[src/rtl/tef_pkg.sv]
/*
  Shared constants and carriers for the trace event and fault control block.
  Assumes one core clock domain and an execution pipeline on that clock.
*/
`default_nettype none
package tef_pkg;
  localparam int TC_W = 32;
  // Trace control mode bits, one per trace kind.
  localparam int MODE_INSN = 1;
  localparam int MODE_BRANCH = 2;
  localparam int MODE_CALL = 3;
  localparam int MODE_RETURN = 4;
  localparam int MODE_PRERET = 5;
  localparam int MODE_SUPER = 6;
  localparam int MODE_BRKPT = 7;
  // Event flag bits sit at mode position plus this offset.
  localparam int EVT_OFS = 16;
  localparam int EVT_HWBP_LO = 24;
  localparam int EVT_HWBP_HI = 27;
  localparam logic [31:0] TC_RESERVED_MASK = 32'hF001FF01;
  localparam logic [31:0] TC_RESET = 32'h00000000;
  localparam int FRAME_PRERET_BIT = 3;
  localparam int RTYPE_W = 3;
  localparam logic [2:0] RTYPE_SUPER_A = 3'h2;
  localparam logic [2:0] RTYPE_SUPER_B = 3'h3;
  localparam int NUM_IBP = 2;
  localparam int NUM_DBP = 2;
  localparam int ADDR_W = 32;

  typedef struct packed {
    logic valid;
    logic is_branch_taken;
    logic is_call;
    logic is_bal;
    logic is_super_call;
    logic is_ret;
    logic is_mark;
    logic is_fmark;
    logic is_implicit_call;
    logic [2:0] ret_type;
    logic [ADDR_W-1:0] ip;
  } tef_retire_t;

  typedef struct packed {
    logic valid;
    logic is_store;
    logic is_load;
    logic is_fetch;
    logic [ADDR_W-1:0] addr;
  } tef_access_t;

  typedef struct packed {
    logic [ADDR_W-1:0] addr;
    logic enable;
    logic [1:0] mode;
  } tef_dbp_cfg_t;
endpackage : tef_pkg
`default_nettype wire

[src/rtl/tef_bp_match.sv]
/*
  Hardware breakpoint comparators: two instruction and two data address units.
  Assumes configuration is held stable by the control register owner.
*/
`default_nettype none
module tef_bp_match (
  // Instruction side
  input wire tef_pkg::tef_retire_t ret_in,
  input wire logic [tef_pkg::NUM_IBP-1:0][tef_pkg::ADDR_W-1:0] ibp_addr,
  input wire logic [tef_pkg::NUM_IBP-1:0] ibp_en,
  // Data side
  input wire tef_pkg::tef_access_t acc_in,
  input wire tef_pkg::tef_dbp_cfg_t [tef_pkg::NUM_DBP-1:0] dbp_cfg,
  // Hits, instruction units low
  output logic [3:0] hit
);
  // Access classes: 0 store, 1 load or store, 2 data or fetch, 3 any access.
  function automatic logic kind_ok(input logic [1:0] m, input tef_pkg::tef_access_t a);
    case (m)
      2'h0: kind_ok = a.is_store;
      2'h1: kind_ok = a.is_store | a.is_load;
      2'h2: kind_ok = a.is_store | a.is_load | a.is_fetch;
      default: kind_ok = 1'b1;
    endcase
  endfunction : kind_ok

  always_comb begin
    for (int i = 0; i < tef_pkg::NUM_IBP; i++) begin
      hit[i] = ret_in.valid & ibp_en[i] & (ret_in.ip == ibp_addr[i]);
    end
    for (int j = 0; j < tef_pkg::NUM_DBP; j++) begin
      hit[tef_pkg::NUM_IBP+j] = acc_in.valid & dbp_cfg[j].enable &
          (acc_in.addr == dbp_cfg[j].addr) & kind_ok(dbp_cfg[j].mode, acc_in);
    end
  end
endmodule : tef_bp_match
`default_nettype wire

[src/rtl/tef_trace_detect.sv]
/*
  Combinational trace event detector for one retiring instruction.
  Assumes the retire record is valid for exactly one cycle per instruction.
*/
`default_nettype none
module tef_trace_detect (
  // Inputs
  input wire tef_pkg::tef_retire_t ret_in,
  input wire logic [tef_pkg::TC_W-1:0] tc,
  input wire logic [3:0] bp_hit,
  // Per-kind events, indexed by mode bit position
  output logic [7:0] evt
);
  always_comb begin
    evt = 8'h00;
    if (ret_in.valid) begin
      evt[tef_pkg::MODE_INSN] = tc[tef_pkg::MODE_INSN];
      // Taken branches only; calls, links and returns are excluded.
      evt[tef_pkg::MODE_BRANCH] = tc[tef_pkg::MODE_BRANCH] & ret_in.is_branch_taken &
          ~ret_in.is_bal & ~ret_in.is_call & ~ret_in.is_ret;
      evt[tef_pkg::MODE_RETURN] = tc[tef_pkg::MODE_RETURN] & ret_in.is_ret;
      evt[tef_pkg::MODE_SUPER] = tc[tef_pkg::MODE_SUPER] & (ret_in.is_super_call |
          (ret_in.is_ret & (ret_in.ret_type == tef_pkg::RTYPE_SUPER_A |
          ret_in.ret_type == tef_pkg::RTYPE_SUPER_B)));
      evt[tef_pkg::MODE_BRKPT] = (tc[tef_pkg::MODE_BRKPT] & (ret_in.is_mark | bp_hit[1:0] != 2'h0))
          | ret_in.is_fmark;
    end
    evt[tef_pkg::MODE_CALL] = tc[tef_pkg::MODE_CALL] & (ret_in.is_implicit_call |
        (ret_in.valid & (ret_in.is_call | ret_in.is_bal | ret_in.is_super_call)));
    evt[tef_pkg::MODE_BRKPT] = evt[tef_pkg::MODE_BRKPT] |
        (tc[tef_pkg::MODE_BRKPT] & (bp_hit[3:2] != 2'h0));
  end
endmodule : tef_trace_detect
`default_nettype wire

[src/rtl/tef_trace_ctrl.sv]
/*
  Trace event and trace fault control for the processor core: trace controls
  register, trace enable and pending flags, prereturn handling and fault request.
  Assumes the pipeline gives one retire record per instruction, a boundary
  strobe before each instruction, and that the fault sequencer acknowledges.
*/
`default_nettype none
module tef_trace_ctrl (
  // Clock and reset
  input wire logic core_clk,
  input wire logic rst,
  // Retiring instruction and memory access
  input wire tef_pkg::tef_retire_t retire,
  input wire tef_pkg::tef_access_t access,
  // About-to-execute procedure exit, with its frame prereturn flag
  input wire logic ret_next,
  input wire logic ret_next_frame_preret,
  // Instruction boundary strobe and fault sequencer handshake
  input wire logic boundary,
  input wire logic fault_ack,
  // Interrupt handler entry and return
  input wire logic intr_enter,
  input wire logic intr_return,
  // Non-trace fault handler return
  input wire logic fault_return,
  // Supervisor trace control bit cached from the supervisor stack pointer
  input wire logic super_sp_trace_bit,
  // Trace control modify instruction
  input wire logic tc_mod_en,
  input wire logic [tef_pkg::TC_W-1:0] tc_mod_mask,
  input wire logic [tef_pkg::TC_W-1:0] tc_mod_val,
  // Process controls trace enable write from software
  input wire logic trace_en_wr,
  input wire logic trace_en_val,
  // Breakpoint configuration
  input wire logic [tef_pkg::NUM_IBP-1:0][tef_pkg::ADDR_W-1:0] instruction_breakpoint_regs,
  input wire logic [tef_pkg::NUM_IBP-1:0] instruction_breakpoint_en,
  input wire tef_pkg::tef_dbp_cfg_t [tef_pkg::NUM_DBP-1:0] data_breakpoint_regs,
  // Status
  output logic [tef_pkg::TC_W-1:0] trace_ctrl_reg,
  output logic trace_enable,
  output logic fault_pending,
  // Frame link updates
  output logic frame_preret_set,
  output logic frame_preret_set_current,
  output logic frame_rtype_bit0_wr,
  output logic frame_rtype_bit0,
  // Fault request
  output logic trace_fault_req,
  output logic [7:0] trace_fault_subtype
);
  logic [3:0] bp_hit;
  logic [7:0] evt;
  logic [tef_pkg::TC_W-1:0] tc_r, tc_nxt;
  logic te_r, te_nxt;
  logic pend_r, pend_nxt;
  logic sv_te_r, sv_te_nxt;
  logic sv_pend_r, sv_pend_nxt;
  logic preret_def_r, preret_def_nxt;
  logic req_r, req_nxt;
  logic [7:0] sub_r, sub_nxt;
  logic pset_r, pset_nxt;
  logic pcur_r, pcur_nxt;
  logic rtw_r, rtw_nxt;
  logic rtv_r, rtv_nxt;

  typedef enum logic [1:0] {TEF_IDLE, TEF_REQ, TEF_WAIT} tef_state_t;
  tef_state_t st_r, st_nxt;

  tef_bp_match u_bp (
    .ret_in(retire),
    .ibp_addr(instruction_breakpoint_regs),
    .ibp_en(instruction_breakpoint_en),
    .acc_in(access),
    .dbp_cfg(data_breakpoint_regs),
    .hit(bp_hit)
  );

  tef_trace_detect u_det (
    .ret_in(retire),
    .tc(tc_r),
    .bp_hit(bp_hit),
    .evt(evt)
  );

  // Drops the instruction event when a supervisor event is present; keeps all other events.
  function automatic logic [7:0] rank(input logic [7:0] e);
    logic [7:0] grp;
    grp = 8'h00;
    grp[tef_pkg::MODE_BRKPT] = e[tef_pkg::MODE_BRKPT];
    grp[tef_pkg::MODE_BRANCH] = e[tef_pkg::MODE_BRANCH];
    grp[tef_pkg::MODE_CALL] = e[tef_pkg::MODE_CALL];
    grp[tef_pkg::MODE_RETURN] = e[tef_pkg::MODE_RETURN];
    if (e[tef_pkg::MODE_SUPER]) begin
      rank = e & ~(8'h01 << tef_pkg::MODE_INSN);
    end else if (grp != 8'h00) begin
      rank = grp | e;
    end else begin
      rank = e;
    end
  endfunction : rank

  always_comb begin
    logic [7:0] ev;
    logic pre_evt;
    ev = rank(evt);
    pre_evt = ret_next & ret_next_frame_preret & tc_r[tef_pkg::MODE_PRERET];
    tc_nxt = tc_r;
    te_nxt = te_r;
    pend_nxt = pend_r;
    sv_te_nxt = sv_te_r;
    sv_pend_nxt = sv_pend_r;
    preret_def_nxt = preret_def_r;
    st_nxt = st_r;
    req_nxt = 1'b0;
    sub_nxt = sub_r;
    pset_nxt = 1'b0;
    pcur_nxt = 1'b0;
    rtw_nxt = 1'b0;
    rtv_nxt = rtv_r;
    // Software writes first so that hardware sets in the same cycle win.
    if (tc_mod_en) begin
      tc_nxt = (tc_r & ~tc_mod_mask) | (tc_mod_val & tc_mod_mask);
    end
    if (trace_en_wr) begin
      te_nxt = trace_en_val;
    end
    if (evt[tef_pkg::MODE_CALL]) begin
      pset_nxt = ~retire.is_bal;
      pcur_nxt = retire.is_bal;
    end
    if (bp_hit != 4'h0 && tc_r[tef_pkg::MODE_BRKPT]) begin
      tc_nxt[tef_pkg::EVT_HWBP_LO +: 4] = tc_nxt[tef_pkg::EVT_HWBP_LO +: 4] | bp_hit;
    end
    if (ev != 8'h00) begin
      tc_nxt[tef_pkg::EVT_OFS +: 8] = tc_nxt[tef_pkg::EVT_OFS +: 8] | ev;
      if (te_r) begin
        pend_nxt = 1'b1;
      end
    end
    if (retire.valid && retire.is_super_call) begin
      rtw_nxt = 1'b1;
      rtv_nxt = te_r;
      te_nxt = super_sp_trace_bit;
    end
    if (retire.valid && retire.is_ret && (retire.ret_type == tef_pkg::RTYPE_SUPER_A ||
        retire.ret_type == tef_pkg::RTYPE_SUPER_B)) begin
      te_nxt = retire.ret_type[0];
    end
    // A prereturn event that meets other pending work waits for the handler return.
    if (pre_evt) begin
      if (pend_r || ev != 8'h00) begin
        preret_def_nxt = 1'b1;
      end else begin
        tc_nxt[tef_pkg::EVT_OFS + tef_pkg::MODE_PRERET] = 1'b1;
        pend_nxt = pend_nxt | te_r;
      end
    end
    if (fault_return && preret_def_r) begin
      preret_def_nxt = 1'b0;
      tc_nxt[tef_pkg::EVT_OFS + tef_pkg::MODE_PRERET] = 1'b1;
      pend_nxt = te_r;
    end
    if (intr_enter) begin
      sv_te_nxt = te_r;
      sv_pend_nxt = pend_nxt;
      te_nxt = 1'b0;
      pend_nxt = 1'b0;
    end else if (intr_return) begin
      te_nxt = sv_te_r;
      pend_nxt = sv_pend_r;
    end
    case (st_r)
      TEF_IDLE: begin
        if (boundary && pend_r) begin
          if (te_r) begin
            st_nxt = TEF_REQ;
            req_nxt = 1'b1;
            sub_nxt = tc_r[tef_pkg::EVT_OFS +: 8];
          end else begin
            // Only flags raised before this cycle go; a set in this cycle wins.
            tc_nxt[tef_pkg::EVT_OFS +: 8] = tc_nxt[tef_pkg::EVT_OFS +: 8] &
                ~tc_r[tef_pkg::EVT_OFS +: 8];
            tc_nxt[tef_pkg::EVT_HWBP_LO +: 4] = tc_nxt[tef_pkg::EVT_HWBP_LO +: 4] &
                ~tc_r[tef_pkg::EVT_HWBP_LO +: 4];
            pend_nxt = 1'b0;
          end
        end
      end
      TEF_REQ: begin
        st_nxt = TEF_WAIT;
      end
      TEF_WAIT: begin
        if (fault_ack) begin
          // Handler entry is an implicit supervisor call with tracing off.
          st_nxt = TEF_IDLE;
          te_nxt = 1'b0;
          pend_nxt = 1'b0;
          tc_nxt[tef_pkg::EVT_OFS +: 8] = 8'h00;
          tc_nxt[tef_pkg::EVT_HWBP_LO +: 4] = 4'h0;
        end
      end
      default: st_nxt = TEF_IDLE;
    endcase
  end

  always_ff @(posedge core_clk or posedge rst) begin
    if (rst) begin
      tc_r <= tef_pkg::TC_RESET;
      te_r <= 1'b0;
      pend_r <= 1'b0;
      sv_te_r <= 1'b0;
      sv_pend_r <= 1'b0;
      preret_def_r <= 1'b0;
      st_r <= TEF_IDLE;
      req_r <= 1'b0;
      sub_r <= 8'h00;
      pset_r <= 1'b0;
      pcur_r <= 1'b0;
      rtw_r <= 1'b0;
      rtv_r <= 1'b0;
    end else begin
      tc_r <= tc_nxt;
      te_r <= te_nxt;
      pend_r <= pend_nxt;
      sv_te_r <= sv_te_nxt;
      sv_pend_r <= sv_pend_nxt;
      preret_def_r <= preret_def_nxt;
      st_r <= st_nxt;
      req_r <= req_nxt;
      sub_r <= sub_nxt;
      pset_r <= pset_nxt;
      pcur_r <= pcur_nxt;
      rtw_r <= rtw_nxt;
      rtv_r <= rtv_nxt;
    end
  end

  assign trace_ctrl_reg = tc_r;
  assign trace_enable = te_r;
  assign fault_pending = pend_r;
  assign frame_preret_set = pset_r;
  assign frame_preret_set_current = pcur_r;
  assign frame_rtype_bit0_wr = rtw_r;
  assign frame_rtype_bit0 = rtv_r;
  assign trace_fault_req = req_r;
  assign trace_fault_subtype = sub_r;
endmodule : tef_trace_ctrl
`default_nettype wire

[config.mk]
export PLATFORM = sky130hd
export DESIGN_NAME = tef_trace_ctrl
export DESIGN_NICKNAME = d
export VERILOG_FILES = /design/src/rtl/tef_pkg.sv /design/src/rtl/tef_bp_match.sv /design/src/rtl/tef_trace_detect.sv /design/src/rtl/tef_trace_ctrl.sv
export SDC_FILE = /design/constraint.sdc
export NUM_CORES = 1
export LEC_CHECK = 0
export BUFFER_PORTS_ARGS = -buffer_cell sky130_fd_sc_hd__buf_2
export CAP_MARGIN = 20
export CORE_AREA = 2 2 130 132
export CTS_CLUSTER_DIAMETER = 80
export DETAILED_ROUTE_END_ITERATION = 7
export DIE_AREA = 0 0 132 134
export PLACE_DENSITY = 0.53
export RECOVER_POWER = 50
export SYNTH_ARGS = -nofsm -noshare
export SYNTH_HDL_FRONTEND = slang
export SYNTH_HIERARCHICAL = 1
export SYNTH_SLANG_ARGS = --single-unit
[constraint.sdc]
create_clock -name core_clk -period 2.2 [get_ports core_clk]
set_clock_uncertainty 0.05 [all_clocks]
set_input_delay 0.66 -clock core_clk [delete_from_list [all_inputs] [get_ports core_clk]]
set_output_delay 0.66 -clock core_clk [all_outputs]
set_load 0.1 [all_outputs]
# Word level (Yosys, flattened, before mapping)
# Index checks and enable logic that the tools add are counted.
classes:
  eq_ne: 15
  muxes: 48
  n_bitwise: 48
  reduce_logical: 21
ops:
  columns: ["cell", "count"]
  rows:
  - ["$eq 32x32->1", 4]
  - ["$and 32x32->32", 2]
  - ["$mux 12", 3]
  - ["$not 32->32", 1]
  - ["$or 32x32->32", 1]
  - ["$mux 1", 30]
  - ["$mux 28", 1]
  - ["$mux 8", 3]
  - ["$pmux 12 s2", 1]
  - ["$and 1x1->1", 23]
  - ["$or 8x8->8", 2]
  - ["$or 1x1->1", 11]
  - ["$mux 2", 5]
  - ["$and 8x8->8", 1]
  - ["$not 8->8", 1]
  - ["$reduce_bool 2->1", 4]
  - ["$reduce_bool 4->1", 2]
  - ["$reduce_bool 8->1", 1]
  - ["$eq 2x1->1 const B", 3]
  - ["$eq 2x2->1 const B", 3]
  - ["$eq 3x2->1 const B", 2]
  - ["$logic_and 1x1->1", 6]
  - ["$logic_not 2->1", 3]
  - ["$ne 2x2->1 const B", 3]
  - ["11 further kinds", 16]
word_totals:
  regBits: 52
  in_bits: 293
  output_inout_bits: 47
  elab_cells: 146

# Depth between registers and ports, before layout
logic_depth:
  depth_word: 22
  depth_mapped: 9
  mapped_depth_nobuf: 9

# By module
# Netlist, hierarchy kept.
modules_own_cells:
  columns: ["module", "instances", "cells_each", "area_each_um2", "seq_area_each_um2"]
  rows:
  - ["tef_trace_ctrl", 1, 192, 2328.5, 1301.2]
  - ["tef_bp_match", 1, 183, 1466.4, 0.0]
  - ["tef_trace_detect", 1, 16, 107.6, 0.0]

# Worst setup path after synthesis
# OpenSTA, ideal clock, no wires.
synth_timing:
  path_kind: "input port to flip-flop"
  startpoint: "input access[33] in the netlist's numbering"
  endpoint: "register sv_pend_r"
  setup_time_ns: 0.125
  t_arrival_ns: 2.209
  t_required_ns: 2.025
  setup_slack_ns: -0.184
  stages: 8
  path_buffers: 0
  cell_sequence: "or2_2 o2111ai_1 nor3_1 o21ai_0 nand3_1 nor4_4 a31oi_1 mux2_4"
synth_via:
  elab_chain_cells: 16
  elab_cells_between_ends: 20
  classes_between: "8 x mux; 8 x bitwise; 4 x reduce/logical"
synth_rtl:
  columns: ["element", "line_no", "source"]
  rows:
  - ["start: declaration", "tef_trace_ctrl.sv:14", "input wire tef_pkg::tef_access_t access,"]
  - ["$or 1x1->1 (*)", "tef_bp_match.sv:21, tef_bp_match.sv:22", null]
  - ["$or 1x1->1", "tef_bp_match.sv:22", "2'h2: kind_ok = a.is_store | a.is_load | a.is_fetch;"]
  - ["$pmux 1 s3 (*)", "tef_bp_match.sv:19", "case (m)"]
  - ["$and 1x1->1 (*)", "tef_bp_match.sv:33", "(acc_in.addr == dbp_cfg[j].addr) & kind_ok(dbp_cfg[j].mode, acc_in);"]
  - ["via bp_hit[3]", "tef_trace_ctrl.sv:52", "logic [3:0] bp_hit;"]
  - ["$reduce_bool 2->1 (*)", "tef_trace_detect.sv:31", "(tc[tef_pkg::MODE_BRKPT] & (bp_hit[3:2] != 2'h0));"]
  - ["$and 1x1->1 (*)", "tef_trace_detect.sv:31", null]
  - ["$or 1x1->1 (*)", "tef_trace_detect.sv:30", "evt[tef_pkg::MODE_BRKPT] = evt[tef_pkg::MODE_BRKPT] |"]
  - ["via evt[7]", "tef_trace_ctrl.sv:53", "logic [7:0] evt;"]
  - ["(+1 left out)", null, null]
  - ["$mux 8", "tef_trace_ctrl.sv:96", "end else if (grp != 8'h00) begin"]
  - ["$mux 8 (*)", "tef_trace_ctrl.sv:94", "if (e[tef_pkg::MODE_SUPER]) begin"]
  - ["$reduce_bool 8->1 (*)", "tef_trace_ctrl.sv:135, tef_trace_ctrl.sv:152", null]
  - ["$mux 1", "tef_trace_ctrl.sv:135", "if (ev != 8'h00) begin"]
  - ["$or 1x1->1", "tef_trace_ctrl.sv:156", "pend_nxt = pend_nxt | te_r;"]
  - ["$mux 1", "tef_trace_ctrl.sv:152", "if (pend_r || ev != 8'h00) begin"]
  - ["$mux 1 (*)", "tef_trace_ctrl.sv:151", "if (pre_evt) begin"]
  - ["$mux 1 (*)", "tef_trace_ctrl.sv:159", "if (fault_return && preret_def_r) begin"]
  - ["end signal: assignment", "tef_trace_ctrl.sv:227", "sv_pend_r <= sv_pend_nxt;"]
  - ["end: declaration", "tef_trace_ctrl.sv:58", "logic sv_pend_r, sv_pend_nxt;"]
# Mark *: on every way through the listed nets, which the timed path passes. The rest lies on a longest branch.
# A chain may end at the register's enable or synchronous reset.

# Final worst setup path
layout_timing:
  startpoint: "input retire[28] in the netlist's numbering"
  endpoint: "register sv_pend_r"
layout_via:
  elab_chain_cells: 17
  elab_cells_between_ends: 21
  classes_between: "2 x eq/ne; 7 x mux; 8 x bitwise; 4 x reduce/logical"
layout_rtl:
  columns: ["element", "line_no", "source"]
  rows:
  - ["start: declaration", "tef_trace_ctrl.sv:13", "input wire tef_pkg::tef_retire_t retire,"]
  - ["$eq 32x32->1 (*)", "tef_bp_match.sv:29", "hit[i] = ret_in.valid & ibp_en[i] & (ret_in.ip == ibp_addr[i]);"]
  - ["$and 1x1->1 (*)", "tef_bp_match.sv:29", null]
  - ["via bp_hit[1]", "tef_trace_ctrl.sv:52", null]
  - ["$reduce_bool 2->1 (*)", "tef_trace_detect.sv:25", "evt[tef_pkg::MODE_BRKPT] = (tc[tef_pkg::MODE_BRKPT] & (ret_in.is_mark | bp_hit[1:0] != 2'h0))"]
  - ["$or 1x1->1 (*)", "tef_trace_detect.sv:25", null]
  - ["$and 1x1->1 (*)", "tef_trace_detect.sv:25", null]
  - ["$or 1x1->1 (*)", "tef_trace_detect.sv:26", "| ret_in.is_fmark;"]
  - ["$mux 2 (*)", "tef_trace_detect.sv:16", "if (ret_in.valid) begin"]
  - ["(+1 left out)", null, null]
  - ["via evt[7]", "tef_trace_ctrl.sv:53", null]
  - ["(+1 left out)", null, null]
  - ["$mux 8", "tef_trace_ctrl.sv:96", null]
  - ["$mux 8 (*)", "tef_trace_ctrl.sv:94", null]
  - ["$reduce_bool 8->1 (*)", "tef_trace_ctrl.sv:135, tef_trace_ctrl.sv:152", null]
  - ["$mux 1", "tef_trace_ctrl.sv:135", null]
  - ["$or 1x1->1", "tef_trace_ctrl.sv:156", null]
  - ["$mux 1", "tef_trace_ctrl.sv:152", null]
  - ["$mux 1 (*)", "tef_trace_ctrl.sv:151", null]
  - ["$mux 1 (*)", "tef_trace_ctrl.sv:159", null]
# Marked as above.

==> impl_metrics.toml <==
[run_status]
status = "finished, violations left"
violations = "setup timing"

[sta]
min_period_ns = 2.42
tightest_slew_ns = 1.01
drv_slew = 0
rsz0062_at_grt = "true"
hold_viol = 0
max_slew_margin_pct = 32.9
finalCritPeriodShare_pct = 110
max_freq_mhz = 413
tns_ns = -1.05
fin_ws_ns = -0.222
finalSetupViolCount = 8

[cts]
worstSkewPairLatency_ns = 0.29
cts_buffers = 5
cts_hold_buf = 0
clk_pin_slew_ns = 0.07
clockRootBuffer = "clkbuf_16"
clock-sinks = 52
cts_max_level = 2
clk_path_buf_depth = 2
cts_tree = "done"

[floorplanning]
die_w_um = 132
core_um2 = 16300
die_h_um = 134
initial_core_util_pct = 24.0
ioPinCount = 340
die_area_um2 = 17700
rows = 47

[critical_path]
cp_max_fo = 4
timing.critical_path.arrival_ns = 2.61
critPathRequiredTime_ns = 2.39
worst_setup_path_end_kind = "register"
critPathKind = "in2reg"
start_kind = "input port"

[yosys]
ys_ff_latch = 52
synth-seq-area-share_pct = 33.3
synthCells = 391
synth_edf_count = 0
yosysUniqueCellTypes = 45
syn_area_um2 = 3900
avgSynthCellArea_um2 = 9.98
ys.flop_type = "dfrtp_1"
synth.yosys.warnings = 6
synthArstFlopShare_pct = 100

[global_routing]
grt_pass1_vias = 4687
grt_max_degree = 33
grt_overflow = 0
antenna_found_initial = 2
grt_usage_pct = 17.6
grt_pass1_wl_mm = 24.6

[worst_hold_path]
hold_class = "in2async"

[power_and_ir_drop]
power_frac_comb_pct = 55.5
internal-power_mw = 2.26
peakVddDrop_mv = 0.853
p_per_area_nw_per_um2 = 693
power_leakage_nw = 3.39
clkPwrFrac_pct = 17.0
sw_frac_of_total_pct = 51.4
p_sw_mw = 2.39
power_frac_seq_pct = 27.5

[layout]
fillers = 1646
finalNetCount = 1064
final_util_pct = 41.2
finalNonFillerCells = 994
design_area_um2 = 6710
areaGrowthSynthToFinish_pct = 72.0
final_layout_size_suffix_gt1_share_pct = 60.9

[route]
wl_per_cell_um = 16.5
num_vias = 4452
dr.pass1.iters = 4
wl_mm = 16.4
antenna_left = 0
drt-initial-drc-count = 98
vias_per_cell = 4.48
drc_errors = 0

[placed_design]
gp_congestion = 0.928
preCtsSetupSlack_ns = -0.822
io_buffer_count = 339
place_hpwl_mm = 13.7
placedCellCount = 982
dpl_cell_area_um2 = 6210

[flow_run]
max-cap-violations = 0
area by class of cell:
cell class,instances,area (um2),share of cell area (%)
Clock inverter,2,13.8,0.205
Timing Repair Buffer,381,2050,30.6
Sequential cell,52,1300,19.4
Tap cell,220,275,4.10
Antenna cell,2,5.00,0.0746
Multi-Input combinational cell,325,2910,43.4
Clock buffer,6,129,1.92
Inverter,6,22.5,0.336
synth_stat cells (2+ instances only):
cell | instances | area [um2]
xor2_1 | 106 | 928
dfrtp_1 | 52 | 1300
mux2_2 | 33 | 372
nand2_1 | 32 | 120
nor4_1 | 29 | 181
xnor2_1 | 22 | 193
nand4_1 | 11 | 68.8
a211oi_1 | 9 | 67.6
clkbuf_1 | 7 | 26.3
nand3_1 | 7 | 35.0
a21boi_0 | 6 | 45.0
a311oi_1 | 6 | 52.6
inv_1 | 6 | 22.5
nor2_1 | 6 | 22.5
a221oi_1 | 5 | 43.8
and3_1 | 5 | 31.3
nor3_1 | 5 | 25.0
a21oi_1 | 3 | 15.0
mux2i_1 | 3 | 30.0
nand2b_1 | 3 | 18.8
and2_1 | 2 | 12.5
and3b_1 | 2 | 17.5
and4b_1 | 2 | 20.0
buf_4 | 2 | 15.0
nand4b_1 | 2 | 17.5
nor3_2 | 2 | 20.0
o2111ai_1 | 2 | 17.5
o21ai_0 | 2 | 10.0
or2_2 | 2 | 12.5
or3_1 | 2 | 12.5
stage by stage:
step / hold slack, ns / total power [mW]
floorplan: 0.395 / 3.07
global placement: 0.414 / 3.81
detailed placement: 0.419 / 3.81
CTS: 0.164 / 4.67
global route: 0.173 / 4.87
finish: 0.174 / 4.65
power groups by stage:
stage          logic (mW)  clock network (mW)  registers (mW)
2_1_floorplan       0.483                   0            2.59
3_5_place_dp         2.52                   0            1.29
5_1_grt              2.70               0.852            1.31
3_3_place_gp         2.52                   0            1.29
4_1_cts              2.57               0.826            1.28
6_report             2.58               0.792            1.28
worst paths after layout:
| check | from | endpoint | slack, ns | cells past startpoint |
|---|---|---|---|---|
| setup / recovery | retire[28] | sv_pend_r | -0.22 | 10 |
| hold / removal | rst | async pin | 0.17 | 2 |
| setup reg to reg | register | sv_pend_r | 0.27 | 6 |
| hold reg to reg | preret_def_r | preret_def_r | 0.44 | 1 |
| max in group asynchronous | rst | async pin | 0.72 | 3 |
| min in group core_clk | preret_def_r | preret_def_r | 0.44 | 1 |
kinds of logic after synthesis:
logic type / count (synthesis) / synth area share [%]
other: 1 / 0.0961
multiplexers: 37 / 10.7
flip-flops: 52 / 33.3
AND/OR/NAND/NOR: 118 / 17.3
XOR/XNOR: 128 / 28.7
buffers and inverters: 15 / 1.64
AO/OA/AOI/OAI: 40 / 8.18
routing by layer:
layer / share of wire, % / vias to the layer above / global-route usage (%)
li1: - / 2165 / -
met1: 38 / 2046 / 20.2
met2: 51 / 209 / 31.5
met3: 7.7 / 32 / 4.38
met4: 3.2 / 0 / 6.46
met5: 0 / - / 0
cell usage in the layout (no fill, tap or decap), types with 3 or more instances in the layout:
master	synthesis	layout
a21boi_0	6	6
and3_1	5	5
nand3_1	7	6
buf_6	0	9
inv_1	6	6
nor4_4	1	5
xor2_1	106	93
buf_2	0	331
nor2_1	6	6
nand2b_1	3	3
nor4_2	0	8
xnor2_2	0	8
nor4_1	29	17
nand4_1	11	11
a221oi_1	5	4
xnor2_1	22	14
a211oi_1	9	8
a21oi_1	3	3
clkbuf_16	0	5
xor2_2	0	13
a311oi_1	6	6
mux2i_1	3	3
nand2_1	32	32
dfrtp_1	52	50
clkbuf_1	7	7
nor3_1	5	3
mux2_2	33	33
buf_4	2	30
critical path, cell delays in order:
cell and delay, ns:
buf_2 0.13, xor2_2 0.18, nor4_2 0.38, nand4_1 0.21, nor4_4 0.40, o311ai_4 0.13, nand3_2 0.15, nor4_4 0.07
a31oi_1 0.14, mux2_4 0.16
timing repair:
action / CTS / global route
gates resized for setup: 36 / 30
pin swaps: 24 / 18
setup buffers: 2 / 2
endpoints found under the setup margin: 8 / 8
No activity file was read; power rests on OpenSTA's default activity.
